$ cat src/hdl/pulse_counter_pkg.sv
// Package for the four-channel single-phase pulse counter.
// Holds the register map, field positions, modes and widths; assumes a 32-bit AHB-Lite bus.
package pulse_counter_pkg;
	localparam int CH_NUM = 4;
	localparam int WORD_W = 32;
	localparam int HALF_W = 16;
	localparam int ADDR_W = 8;
	localparam int CH_SEL_LSB = 6;
	localparam int EV_W = 5;
	localparam logic [WORD_W-1:0] COUNT_MAX = 32'hffffffff;
	localparam logic [WORD_W-1:0] COUNT_ZERO = 32'h00000000;
	localparam logic [HALF_W-1:0] HALF_ZERO = 16'h0000;

	// Word offsets inside one channel's 64-byte window
	localparam logic [5:0] OFF_COUNT_NOW_UPPER = 6'h00;
	localparam logic [5:0] OFF_COUNT_NOW_LOWER = 6'h04;
	localparam logic [5:0] OFF_TARGET_ONE_UPPER = 6'h08;
	localparam logic [5:0] OFF_TARGET_ONE_LOWER = 6'h0c;
	localparam logic [5:0] OFF_TARGET_TWO_UPPER = 6'h10;
	localparam logic [5:0] OFF_TARGET_TWO_LOWER = 6'h14;
	localparam logic [5:0] OFF_RELOAD_VALUE_UPPER = 6'h18;
	localparam logic [5:0] OFF_RELOAD_VALUE_LOWER = 6'h1c;
	localparam logic [5:0] OFF_CONTROL = 6'h20;
	localparam logic [5:0] OFF_COMMAND = 6'h24;
	localparam logic [5:0] OFF_STATUS = 6'h28;

	// Control word fields
	localparam int CTL_MODE_LSB = 0;
	localparam int CTL_MODE_MSB = 1;
	localparam int CTL_GATE = 2;
	localparam int CTL_KEEP_ONE = 3;
	localparam int CTL_KEEP_TWO = 4;
	localparam int CTL_OUT_EN = 5;
	localparam int CTL_W = 6;
	localparam logic [CTL_W-1:0] CTL_RESET = 6'h00;

	// Command word fields, write-one pulses
	localparam int CMD_OUT_CLEAR = 0;
	localparam int CMD_SOFT_RESET = 1;

	// Event and status bit positions
	localparam int EV_PIN = 0;
	localparam int EV_ONE = 1;
	localparam int EV_TWO = 2;
	localparam int EV_OVF = 3;
	localparam int EV_UDF = 4;
	localparam int STAT_OUT = 5;

	typedef enum logic [1:0] {
		MODE_ADD = 2'h0,
		MODE_DUAL = 2'h1,
		MODE_UPDN = 2'h2
	} count_mode_t;
endpackage

$ cat src/hdl/single_phase_pulse_counter.sv
// Four-channel single-phase pulse counter with an AHB-Lite register slave.
// Assumes pulse and pin inputs synchronous to mclk, and a one-cycle scan_tick per controller scan.
//
// Contract
// - adding everywhere; reversible modes on channels 1, 4
// - adding mode counts each pulse rising edge
// - two presets; keep or reload on one
// - keep continues to preset two, then max
// - channels 2, 3 clear to zero at preset
// - dual mode: up pulse adds, down subtracts
// - reversible modes reload on reaching zero downward
// - downward preset hits act like upward ones
// - direction input on counts up, off down
// - direction mode compares like dual mode
// - current value copied once per scan
// - soft reset loads reload value or zero
// - counting only while gate is on
// - presets take effect on the following cycle; code loads them only at the next reload
// - clear relay turns comparison output off
// - pin reset raises pin status, soft not
// - status bits last exactly one scan
// - upper half in lower-numbered word
// - comparison output holds until cleared
`timescale 1ns/10ps
`default_nettype none
module single_phase_pulse_counter
	import pulse_counter_pkg::*;
(
	input wire logic mclk,
	input wire logic rstn,
	input wire logic ce,
	input wire logic scan_tick,
	input wire logic [CH_NUM-1:0] pulse_in,
	input wire logic [CH_NUM-1:0] aux_in,
	input wire logic reset_pin_ch1,
	input wire logic reset_pin_ch4,
	output logic [CH_NUM-1:0] compare_out,
	input wire logic hsel,
	input wire logic [31:0] haddr,
	input wire logic [1:0] htrans,
	input wire logic hwrite,
	input wire logic [2:0] hsize,
	input wire logic [31:0] hwdata,
	input wire logic hready,
	output logic [31:0] hrdata,
	output logic hreadyout,
	output logic hresp
);
	typedef struct packed {
		logic [CH_NUM-1:0] a_s1;
		logic [CH_NUM-1:0] a_s2;
		logic [CH_NUM-1:0] a_prev;
		logic [CH_NUM-1:0] b_s1;
		logic [CH_NUM-1:0] b_s2;
		logic [CH_NUM-1:0] b_prev;
		logic [CH_NUM-1:0] p_s1;
		logic [CH_NUM-1:0] p_s2;
		logic [CH_NUM-1:0] p_prev;
		logic [CH_NUM-1:0][WORD_W-1:0] count;
		logic [CH_NUM-1:0][WORD_W-1:0] snap;
		logic [CH_NUM-1:0][WORD_W-1:0] act_one;
		logic [CH_NUM-1:0][WORD_W-1:0] act_two;
		logic [CH_NUM-1:0][WORD_W-1:0] target_one;
		logic [CH_NUM-1:0][WORD_W-1:0] target_two;
		logic [CH_NUM-1:0][WORD_W-1:0] reload_value;
		logic [CH_NUM-1:0][CTL_W-1:0] ctrl;
		logic [CH_NUM-1:0][EV_W-1:0] pend;
		logic [CH_NUM-1:0][EV_W-1:0] status;
		logic [CH_NUM-1:0] cmp_out;
		logic ap_valid;
		logic ap_write;
		logic [ADDR_W-1:0] ap_addr;
		logic [WORD_W-1:0] rdata;
	} state_t;

	state_t st_reg;
	state_t st_next;
	logic [CH_NUM-1:0] soft_p;
	logic [CH_NUM-1:0] clr_p;
	logic [CH_NUM-1:0] up_p;
	logic [CH_NUM-1:0] dn_p;
	logic [CH_NUM-1:0] pin_rise;
	logic [CH_NUM-1:0] pin_vec;
	logic [CH_NUM-1:0][EV_W-1:0] ev;

	// Only the multimode channels have a hardware reset pin
	assign pin_vec = {reset_pin_ch4, 1'b0, 1'b0, reset_pin_ch1};

	// Zero-wait slave; a low clock enable stalls the bus with the rest of the block
	assign hreadyout = ce;
	assign hresp = 1'b0;
	assign hrdata = st_reg.rdata;
	assign compare_out = st_reg.cmp_out;

	always_comb
	begin
		logic multi;
		logic a_rise;
		logic b_rise;
		logic reload;
		logic [1:0] md;
		logic [5:0] off;
		logic [1:0] ch;
		logic wr;
		logic [WORD_W-1:0] nv;
		logic [WORD_W-1:0] rv;
		multi = 1'b0;
		a_rise = 1'b0;
		b_rise = 1'b0;
		reload = 1'b0;
		md = MODE_ADD;
		nv = COUNT_ZERO;
		rv = COUNT_ZERO;
		off = '0;
		ch = '0;
		wr = 1'b0;
		st_next = st_reg;
		soft_p = '0;
		clr_p = '0;
		up_p = '0;
		dn_p = '0;
		pin_rise = '0;
		ev = '0;

		// Input synchronisers; first stage feeds only the second
		st_next.a_s1 = pulse_in;
		st_next.a_s2 = st_reg.a_s1;
		st_next.a_prev = st_reg.a_s2;
		st_next.b_s1 = aux_in;
		st_next.b_s2 = st_reg.b_s1;
		st_next.b_prev = st_reg.b_s2;
		st_next.p_s1 = pin_vec;
		st_next.p_s2 = st_reg.p_s1;
		st_next.p_prev = st_reg.p_s2;

		// Data phase write, decoded once for all channels
		wr = st_reg.ap_valid && st_reg.ap_write;
		ch = st_reg.ap_addr[ADDR_W-1:CH_SEL_LSB];
		off = st_reg.ap_addr[CH_SEL_LSB-1:0];
		if (wr)
		begin
			case (off)
				OFF_TARGET_ONE_UPPER: st_next.target_one[ch][WORD_W-1:HALF_W] = hwdata[HALF_W-1:0];
				OFF_TARGET_ONE_LOWER: st_next.target_one[ch][HALF_W-1:0] = hwdata[HALF_W-1:0];
				OFF_TARGET_TWO_UPPER: st_next.target_two[ch][WORD_W-1:HALF_W] = hwdata[HALF_W-1:0];
				OFF_TARGET_TWO_LOWER: st_next.target_two[ch][HALF_W-1:0] = hwdata[HALF_W-1:0];
				OFF_RELOAD_VALUE_UPPER: st_next.reload_value[ch][WORD_W-1:HALF_W] = hwdata[HALF_W-1:0];
				OFF_RELOAD_VALUE_LOWER: st_next.reload_value[ch][HALF_W-1:0] = hwdata[HALF_W-1:0];
				OFF_CONTROL: st_next.ctrl[ch] = hwdata[CTL_W-1:0];
				OFF_COMMAND:
				begin
					clr_p[ch] = hwdata[CMD_OUT_CLEAR];
					soft_p[ch] = hwdata[CMD_SOFT_RESET];
				end
				default: ;
			endcase
		end

		// Per-channel counting, comparison and status
		for (int i = 0; i < CH_NUM; i++)
		begin
			multi = (i == 0) || (i == CH_NUM - 1);
			md = multi ? st_reg.ctrl[i][CTL_MODE_MSB:CTL_MODE_LSB] : MODE_ADD;
			a_rise = st_reg.a_s2[i] && !st_reg.a_prev[i];
			b_rise = st_reg.b_s2[i] && !st_reg.b_prev[i];
			pin_rise[i] = multi && st_reg.p_s2[i] && !st_reg.p_prev[i];
			case (md)
				MODE_ADD: up_p[i] = a_rise;
				MODE_DUAL:
				begin
					// Simultaneous up and down edges cancel out
					up_p[i] = a_rise && !b_rise;
					dn_p[i] = b_rise && !a_rise;
				end
				MODE_UPDN:
				begin
					up_p[i] = a_rise && st_reg.b_s2[i];
					dn_p[i] = a_rise && !st_reg.b_s2[i];
				end
				default: ;
			endcase
			if (!st_reg.ctrl[i][CTL_GATE])
			begin
				up_p[i] = 1'b0;
				dn_p[i] = 1'b0;
			end
			// Adding-only channels always restart from zero
			rv = multi ? st_reg.reload_value[i] : COUNT_ZERO;
			reload = 1'b0;
			nv = st_reg.count[i];
			// Pin reset outranks soft reset and counting
			if (pin_rise[i])
			begin
				reload = 1'b1;
				ev[i][EV_PIN] = 1'b1;
			end
			else if (soft_p[i])
			begin
				reload = 1'b1;
			end
			else if (up_p[i] && !multi)
			begin
				nv = st_reg.count[i] + 32'h00000001;
				if (nv == st_reg.act_one[i])
				begin
					ev[i][EV_ONE] = 1'b1;
					reload = 1'b1;
				end
			end
			// On multimode channels stepping past the top restarts from the reload value; adding-only channels wrap to zero
			else if (up_p[i] && st_reg.count[i] == COUNT_MAX)
			begin
				ev[i][EV_OVF] = 1'b1;
				reload = 1'b1;
			end
			else if (up_p[i] || dn_p[i])
			begin
				nv = up_p[i] ? st_reg.count[i] + 32'h00000001 : st_reg.count[i] - 32'h00000001;
				// Presets hit in either direction; several may fire together
				if (nv == st_reg.act_one[i])
				begin
					ev[i][EV_ONE] = 1'b1;
					reload = reload || !st_reg.ctrl[i][CTL_KEEP_ONE];
				end
				if (nv == st_reg.act_two[i])
				begin
					ev[i][EV_TWO] = 1'b1;
					reload = reload || !st_reg.ctrl[i][CTL_KEEP_TWO];
				end
				if (dn_p[i] && nv == COUNT_ZERO)
				begin
					ev[i][EV_UDF] = 1'b1;
					reload = 1'b1;
				end
			end
			// New counting cycle picks up the preset registers
			if (reload)
			begin
				nv = rv;
				st_next.act_one[i] = st_reg.target_one[i];
				st_next.act_two[i] = st_reg.target_two[i];
			end
			st_next.count[i] = nv;

			// Set wins over a clear in the same cycle
			if (clr_p[i])
				st_next.cmp_out[i] = 1'b0;
			if (st_reg.ctrl[i][CTL_OUT_EN] && |ev[i][EV_UDF:EV_ONE])
				st_next.cmp_out[i] = 1'b1;

			// Events gather between scans and show for one whole scan
			if (scan_tick)
			begin
				st_next.status[i] = st_reg.pend[i] | ev[i];
				st_next.pend[i] = '0;
				st_next.snap[i] = nv;
			end
			else
				st_next.pend[i] = st_reg.pend[i] | ev[i];
		end

		// Address phase capture and registered read data
		st_next.ap_valid = hsel && htrans[1] && hready;
		st_next.ap_write = hwrite;
		st_next.ap_addr = haddr[ADDR_W-1:0];
		if (hsel && htrans[1] && hready && !hwrite)
		begin
			ch = haddr[ADDR_W-1:CH_SEL_LSB];
			off = haddr[CH_SEL_LSB-1:0];
			case (off)
				OFF_COUNT_NOW_UPPER: st_next.rdata = {HALF_ZERO, st_reg.snap[ch][WORD_W-1:HALF_W]};
				OFF_COUNT_NOW_LOWER: st_next.rdata = {HALF_ZERO, st_reg.snap[ch][HALF_W-1:0]};
				OFF_TARGET_ONE_UPPER: st_next.rdata = {HALF_ZERO, st_reg.target_one[ch][WORD_W-1:HALF_W]};
				OFF_TARGET_ONE_LOWER: st_next.rdata = {HALF_ZERO, st_reg.target_one[ch][HALF_W-1:0]};
				OFF_TARGET_TWO_UPPER: st_next.rdata = {HALF_ZERO, st_reg.target_two[ch][WORD_W-1:HALF_W]};
				OFF_TARGET_TWO_LOWER: st_next.rdata = {HALF_ZERO, st_reg.target_two[ch][HALF_W-1:0]};
				OFF_RELOAD_VALUE_UPPER: st_next.rdata = {HALF_ZERO, st_reg.reload_value[ch][WORD_W-1:HALF_W]};
				OFF_RELOAD_VALUE_LOWER: st_next.rdata = {HALF_ZERO, st_reg.reload_value[ch][HALF_W-1:0]};
				OFF_CONTROL: st_next.rdata = {{(WORD_W-CTL_W){1'b0}}, st_reg.ctrl[ch]};
				OFF_STATUS: st_next.rdata = {{(WORD_W-EV_W-1){1'b0}}, st_reg.cmp_out[ch], st_reg.status[ch]};
				default: st_next.rdata = COUNT_ZERO;
			endcase
		end
	end

	// Single state register; clock enable freezes everything
	always_ff @(posedge mclk)
	begin
		if (!rstn)
		begin
			st_reg <= '0;
		end
		else if (ce)
		begin
			st_reg <= st_next;
		end
	end
endmodule // single_phase_pulse_counter
`default_nettype wire

$ cat config.mk
export PLATFORM = sky130hd
export DESIGN_NAME = single_phase_pulse_counter
export DESIGN_NICKNAME = d
export VERILOG_FILES = /design/src/hdl/pulse_counter_pkg.sv /design/src/hdl/single_phase_pulse_counter.sv
export SDC_FILE = /design/constraint.sdc
export NUM_CORES = 2
export LEC_CHECK = 0
export ABC_AREA = 1
export BUFFER_PORTS_ARGS = -buffer_cell sky130_fd_sc_hd__buf_2
export CORE_MARGIN = 2
export CORE_UTILIZATION = 49
export CTS_CLUSTER_SIZE = 28
export DETAILED_ROUTE_END_ITERATION = 8
export GPL_TIMING_DRIVEN = 1
export HOLD_SLACK_MARGIN = 0.03
export PLACE_DENSITY = 0.68
export SLEW_MARGIN = 25
export SYNTH_ARGS = -nofsm -noshare
export SYNTH_HDL_FRONTEND = slang
export SYNTH_SLANG_ARGS = --single-unit
$ cat constraint.sdc
create_clock -name mclk -period 6.4 [get_ports mclk]
set_clock_uncertainty 0.1 [all_clocks]
set_input_delay 0.64 -clock mclk [delete_from_list [all_inputs] [get_ports mclk]]
set_output_delay 0.64 -clock mclk [all_outputs]
set_load 0.02 [all_outputs]
==> summary.md <==
| Metric | Value |
|---|---|
| Die Span Y | 331 um |
| Overall via count from detail_route | 54422 |
| Final critical-path setup slack | 0.711 ns |
| Maximum cell stage delay along the critical path | 0.52 ns |
| Number of global-route vias before repair | 47867 |
| Post-synthesis instance total | 8064 |
| Maximum clock insertion buffer count | 3 |
| Fraction of layout instances using a drive strength above 1 | 0.0521 |
| Placeable core region | 0.106 mm^2 |
| DRC | 0 |
| Worst VDD drop | 217 uV |
| Class of the worst hold path | in2reg |
| CTS H-tree depth | 3 |
| Maximum number of pins on one net before global-route repair | 244 |
| Area Overhead vs Synth | 7.93% |
| Leading cell type in the layout, fill and taps excluded | sky130_fd_sc_hd__nand2_1 |
| Startpoint of the lowest-slack hold path | reset_pin_ch4 |
| Final antenna-violating net count | 0 |
| Number of sinks driven by the clock tree | 938 |
| Crit. End Element | flop |
| IO Port Bufs | 60 |
| Crit path max-delay cell type | sky130_fd_sc_hd__ha_1 |
| Die boundary width | 331 um |
| Avg Cell Area, Syn | 6.50 um^2 |
| Number of antenna violations at the first check in global routing | 13 |
| Start of the worst register-to-register path | st_reg[104] |
| Total wire length after detailed routing | 216000 um |
| Static leakage | 23.4 nW |
| Worst reg2reg endpoint | st_reg[610] |
| Full die area | 0.110 mm^2 |
| I/O Pins | 124 |
| Number of warnings reported in the yosys synthesis log | 0 |
| Routability cong. | 1.07 |
| Slew @ Worst Pin | 1.19 ns |
| Final hold slack | 0.0777 ns |
| Final net count | 7968 |
| Initial Utilization | 0.495 |
| Global Route Usage Sum | 0.386 |
| Highest clock frequency the design can meet | 176 MHz |
| First-pass detailed-route iteration total | 7 |
| Worst r2r path cells | 28 |
| Number of design-rule violations left by the first detailed-router iteration | 7224 |
| Endpoint required time on the critical path | 6.88 ns |
| Post-route clock period utilization | 0.889 |
| Reg2reg setup slack | 0.71 ns |
| Number of instances on the worst hold path | 3 |
| Hold violation total from the final report | 0 |
| Post CTS Setup Buffer Count | 0 |
| Cell area after placement | 0.0529 mm^2 |
| WL per Instance | 23.3 um |
| Hold buffer count at cts | 0 |
| Max-cap viol count | 0 |
| Outcome | finished, final reports clean |
| Maximum fanout encountered on the critical timing path | 30 |
| TritonCTS buffer count | 104 |
| CP Data Arrival Time | 6.17 ns |
| Power per cell area | 265 mW/mm^2 |
| Number of rows created at floorplan | 119 |
| Clock slew at reported path FFs | 0.06 ns |
| Global-route wire length before repair | 314000 um |
| Clk Latency, worst-skew pair | 0.72 ns |
| Launch point of the critical path | st_reg[104] |
| Commonest cells after routing, fill and taps aside | 1721 x sky130_fd_sc_hd__nand2_1, 938 x sky130_fd_sc_hd__dfxtp_1, 851 x sky130_fd_sc_hd__o21ai_0 |
| Post-Synthesis Cell Area | 0.0524 mm^2 |
| Place WS | 0.713 ns |
| Count of distinct cell types in the synthesized netlist | 53 |
| Critical path start-end classification | reg2reg |
| Largest register FFs | 902 |
| CTS root buffer | sky130_fd_sc_hd__clkbuf_16 |
| Shortest period the worst path allows | 5.69 ns |
| Setup TNS | 0 ns |
| GRT overflow | 0 |
| Most frequent cell on the critical path | sky130_fd_sc_hd__nand2_1 |
| DR vias/cell | 5.86 |
| Post-detail-place hpwl | 160000 um |
| Worst hold path endpoint | st_next[1013] |
| Utilization after layout | 0.535 |
| Total of cells resized after clock tree synthesis | 0 |
| Sequential-to-total area share from yosys stat | 0.358 |
| Synth Register Bits | 938 |
| Setup repair after global routing missed its margin | false |
| Critical Path Start Type | flop |
| TritonCTS clock tree | built |
| Headroom to the max-slew limit | 0.199 |
| Non-Filler Cell Area, Final | 0.0565 mm^2 |
| Layout filler cell count | 10651 |
| Final count of negative-setup-slack endpoints | 0 |
| Final number of max-transition violations | 0 |
critical path: cells and delay by family, from the launching register on:
| family | cells | cell delay, ns |
|---|---|---|
| flip-flops | 1 | 0.40 |
| AND/OR/NAND/NOR | 23 | 3.47 |
| adder cells (fa/ha/maj) | 2 | 0.83 |
| AO/OA/AOI/OAI | 1 | 0.27 |
| buffers and inverters | 2 | 0.45 |
stage by stage:
stage | std cells | power [W]
2_1_floorplan | 8080 | 0.00790
3_3_place_gp | 9089 | 0.00866
3_5_place_dp | 9089 | 0.00868
4_1_cts | 9280 | 0.0149
5_1_grt | 9280 | 0.0155
6_report | 9282 | 0.0150
cell type report:
| class | instances | area (um^2) | area share |
|---|---|---|---|
| well taps | 1391 | 1740 | 0.0308 |
| diodes | 2 | 5.00 | 0.0000885 |
| multi-input cells | 5718 | 28000 | 0.494 |
| repair buffers | 157 | 1150 | 0.0203 |
| flip-flops and latches | 938 | 18800 | 0.332 |
| clock inverters | 34 | 503 | 0.00890 |
| inverters | 885 | 3340 | 0.0591 |
| clock buffers | 157 | 3070 | 0.0542 |
where the power goes:
group	internal, W	switching (W)	total [W]
registers	0.00599	0.000163	0.00615
clock network	0.00375	0.00261	0.00635
logic	0.000681	0.00181	0.00250
total	0.0104	0.00458	0.0150
cells in the mapped netlist (all sizes together):
cell type  instances  area (um^2)
inv              866         3250
or2               15         93.8
o21ai            872         4360
nand4             90          563
a21o               3         22.5
dfxtp            938        18800
a31oi              2         12.5
nor3b              4         35.0
xnor3              1         22.5
o21bai             5         37.5
buf              151         1080
o31ai              1         7.51
a22o               8         70.1
and2               5         31.3
xor2              73          639
nor4              22          138
nand3b            96          721
ha                76          951
nand3            607         3060
nand2           1736         6560
o2111ai            1         8.76
nand2b             1         6.26
a21boi             1         7.51
o22ai             11         68.8
conb               1         3.75
nor2             859         3250
o211ai            18          135
a21oi            805         4040
nor3              63          342
xnor2             46          403
clkinv            19         71.3
clkbuf           388         1460
o21a               1         7.51
fa                 2         40.0
a211oi           254         1910
a221oi            20          175
and3               3         18.8
cells by family (layout without fill, tap and decap cells):
kind of cell / Yosys count / count (layout) / synth area share
adder cells (fa/ha/maj): 78 / 78 / 0.0189
AO/OA/AOI/OAI: 2002 / 2002 / 0.207
flip-flops: 938 / 938 / 0.358
buffers and inverters: 1424 / 1233 / 0.112
AND/OR/NAND/NOR: 3501 / 3501 / 0.283
XOR/XNOR: 120 / 120 / 0.0203
other: 1 / 19 / 0.0000716
worst max-delay path by stage:
stage	to	slack, ns	cells past startpoint
2_1_floorplan	st_reg[737]	2.00	28
3_3_place_gp	st_reg[611]	0.82	25
3_5_place_dp	st_reg[996]	0.71	29
4_1_cts	st_reg[610]	0.67	23
5_1_grt	st_reg[868]	0.22	29
6_report	st_reg[610]	0.71	28
per-layer routing:
metal	global-route usage	part of all wire	vias to the layer above	wire, um
li1	-	-	26004	-
met1	0.547	0.43	25386	92800
met2	0.561	0.41	2607	89300
met3	0.0814	0.11	421	23400
met4	0.170	0.049	4	10700
met5	0	0.00011	-	24
Power figures use the tool's default switching activity.
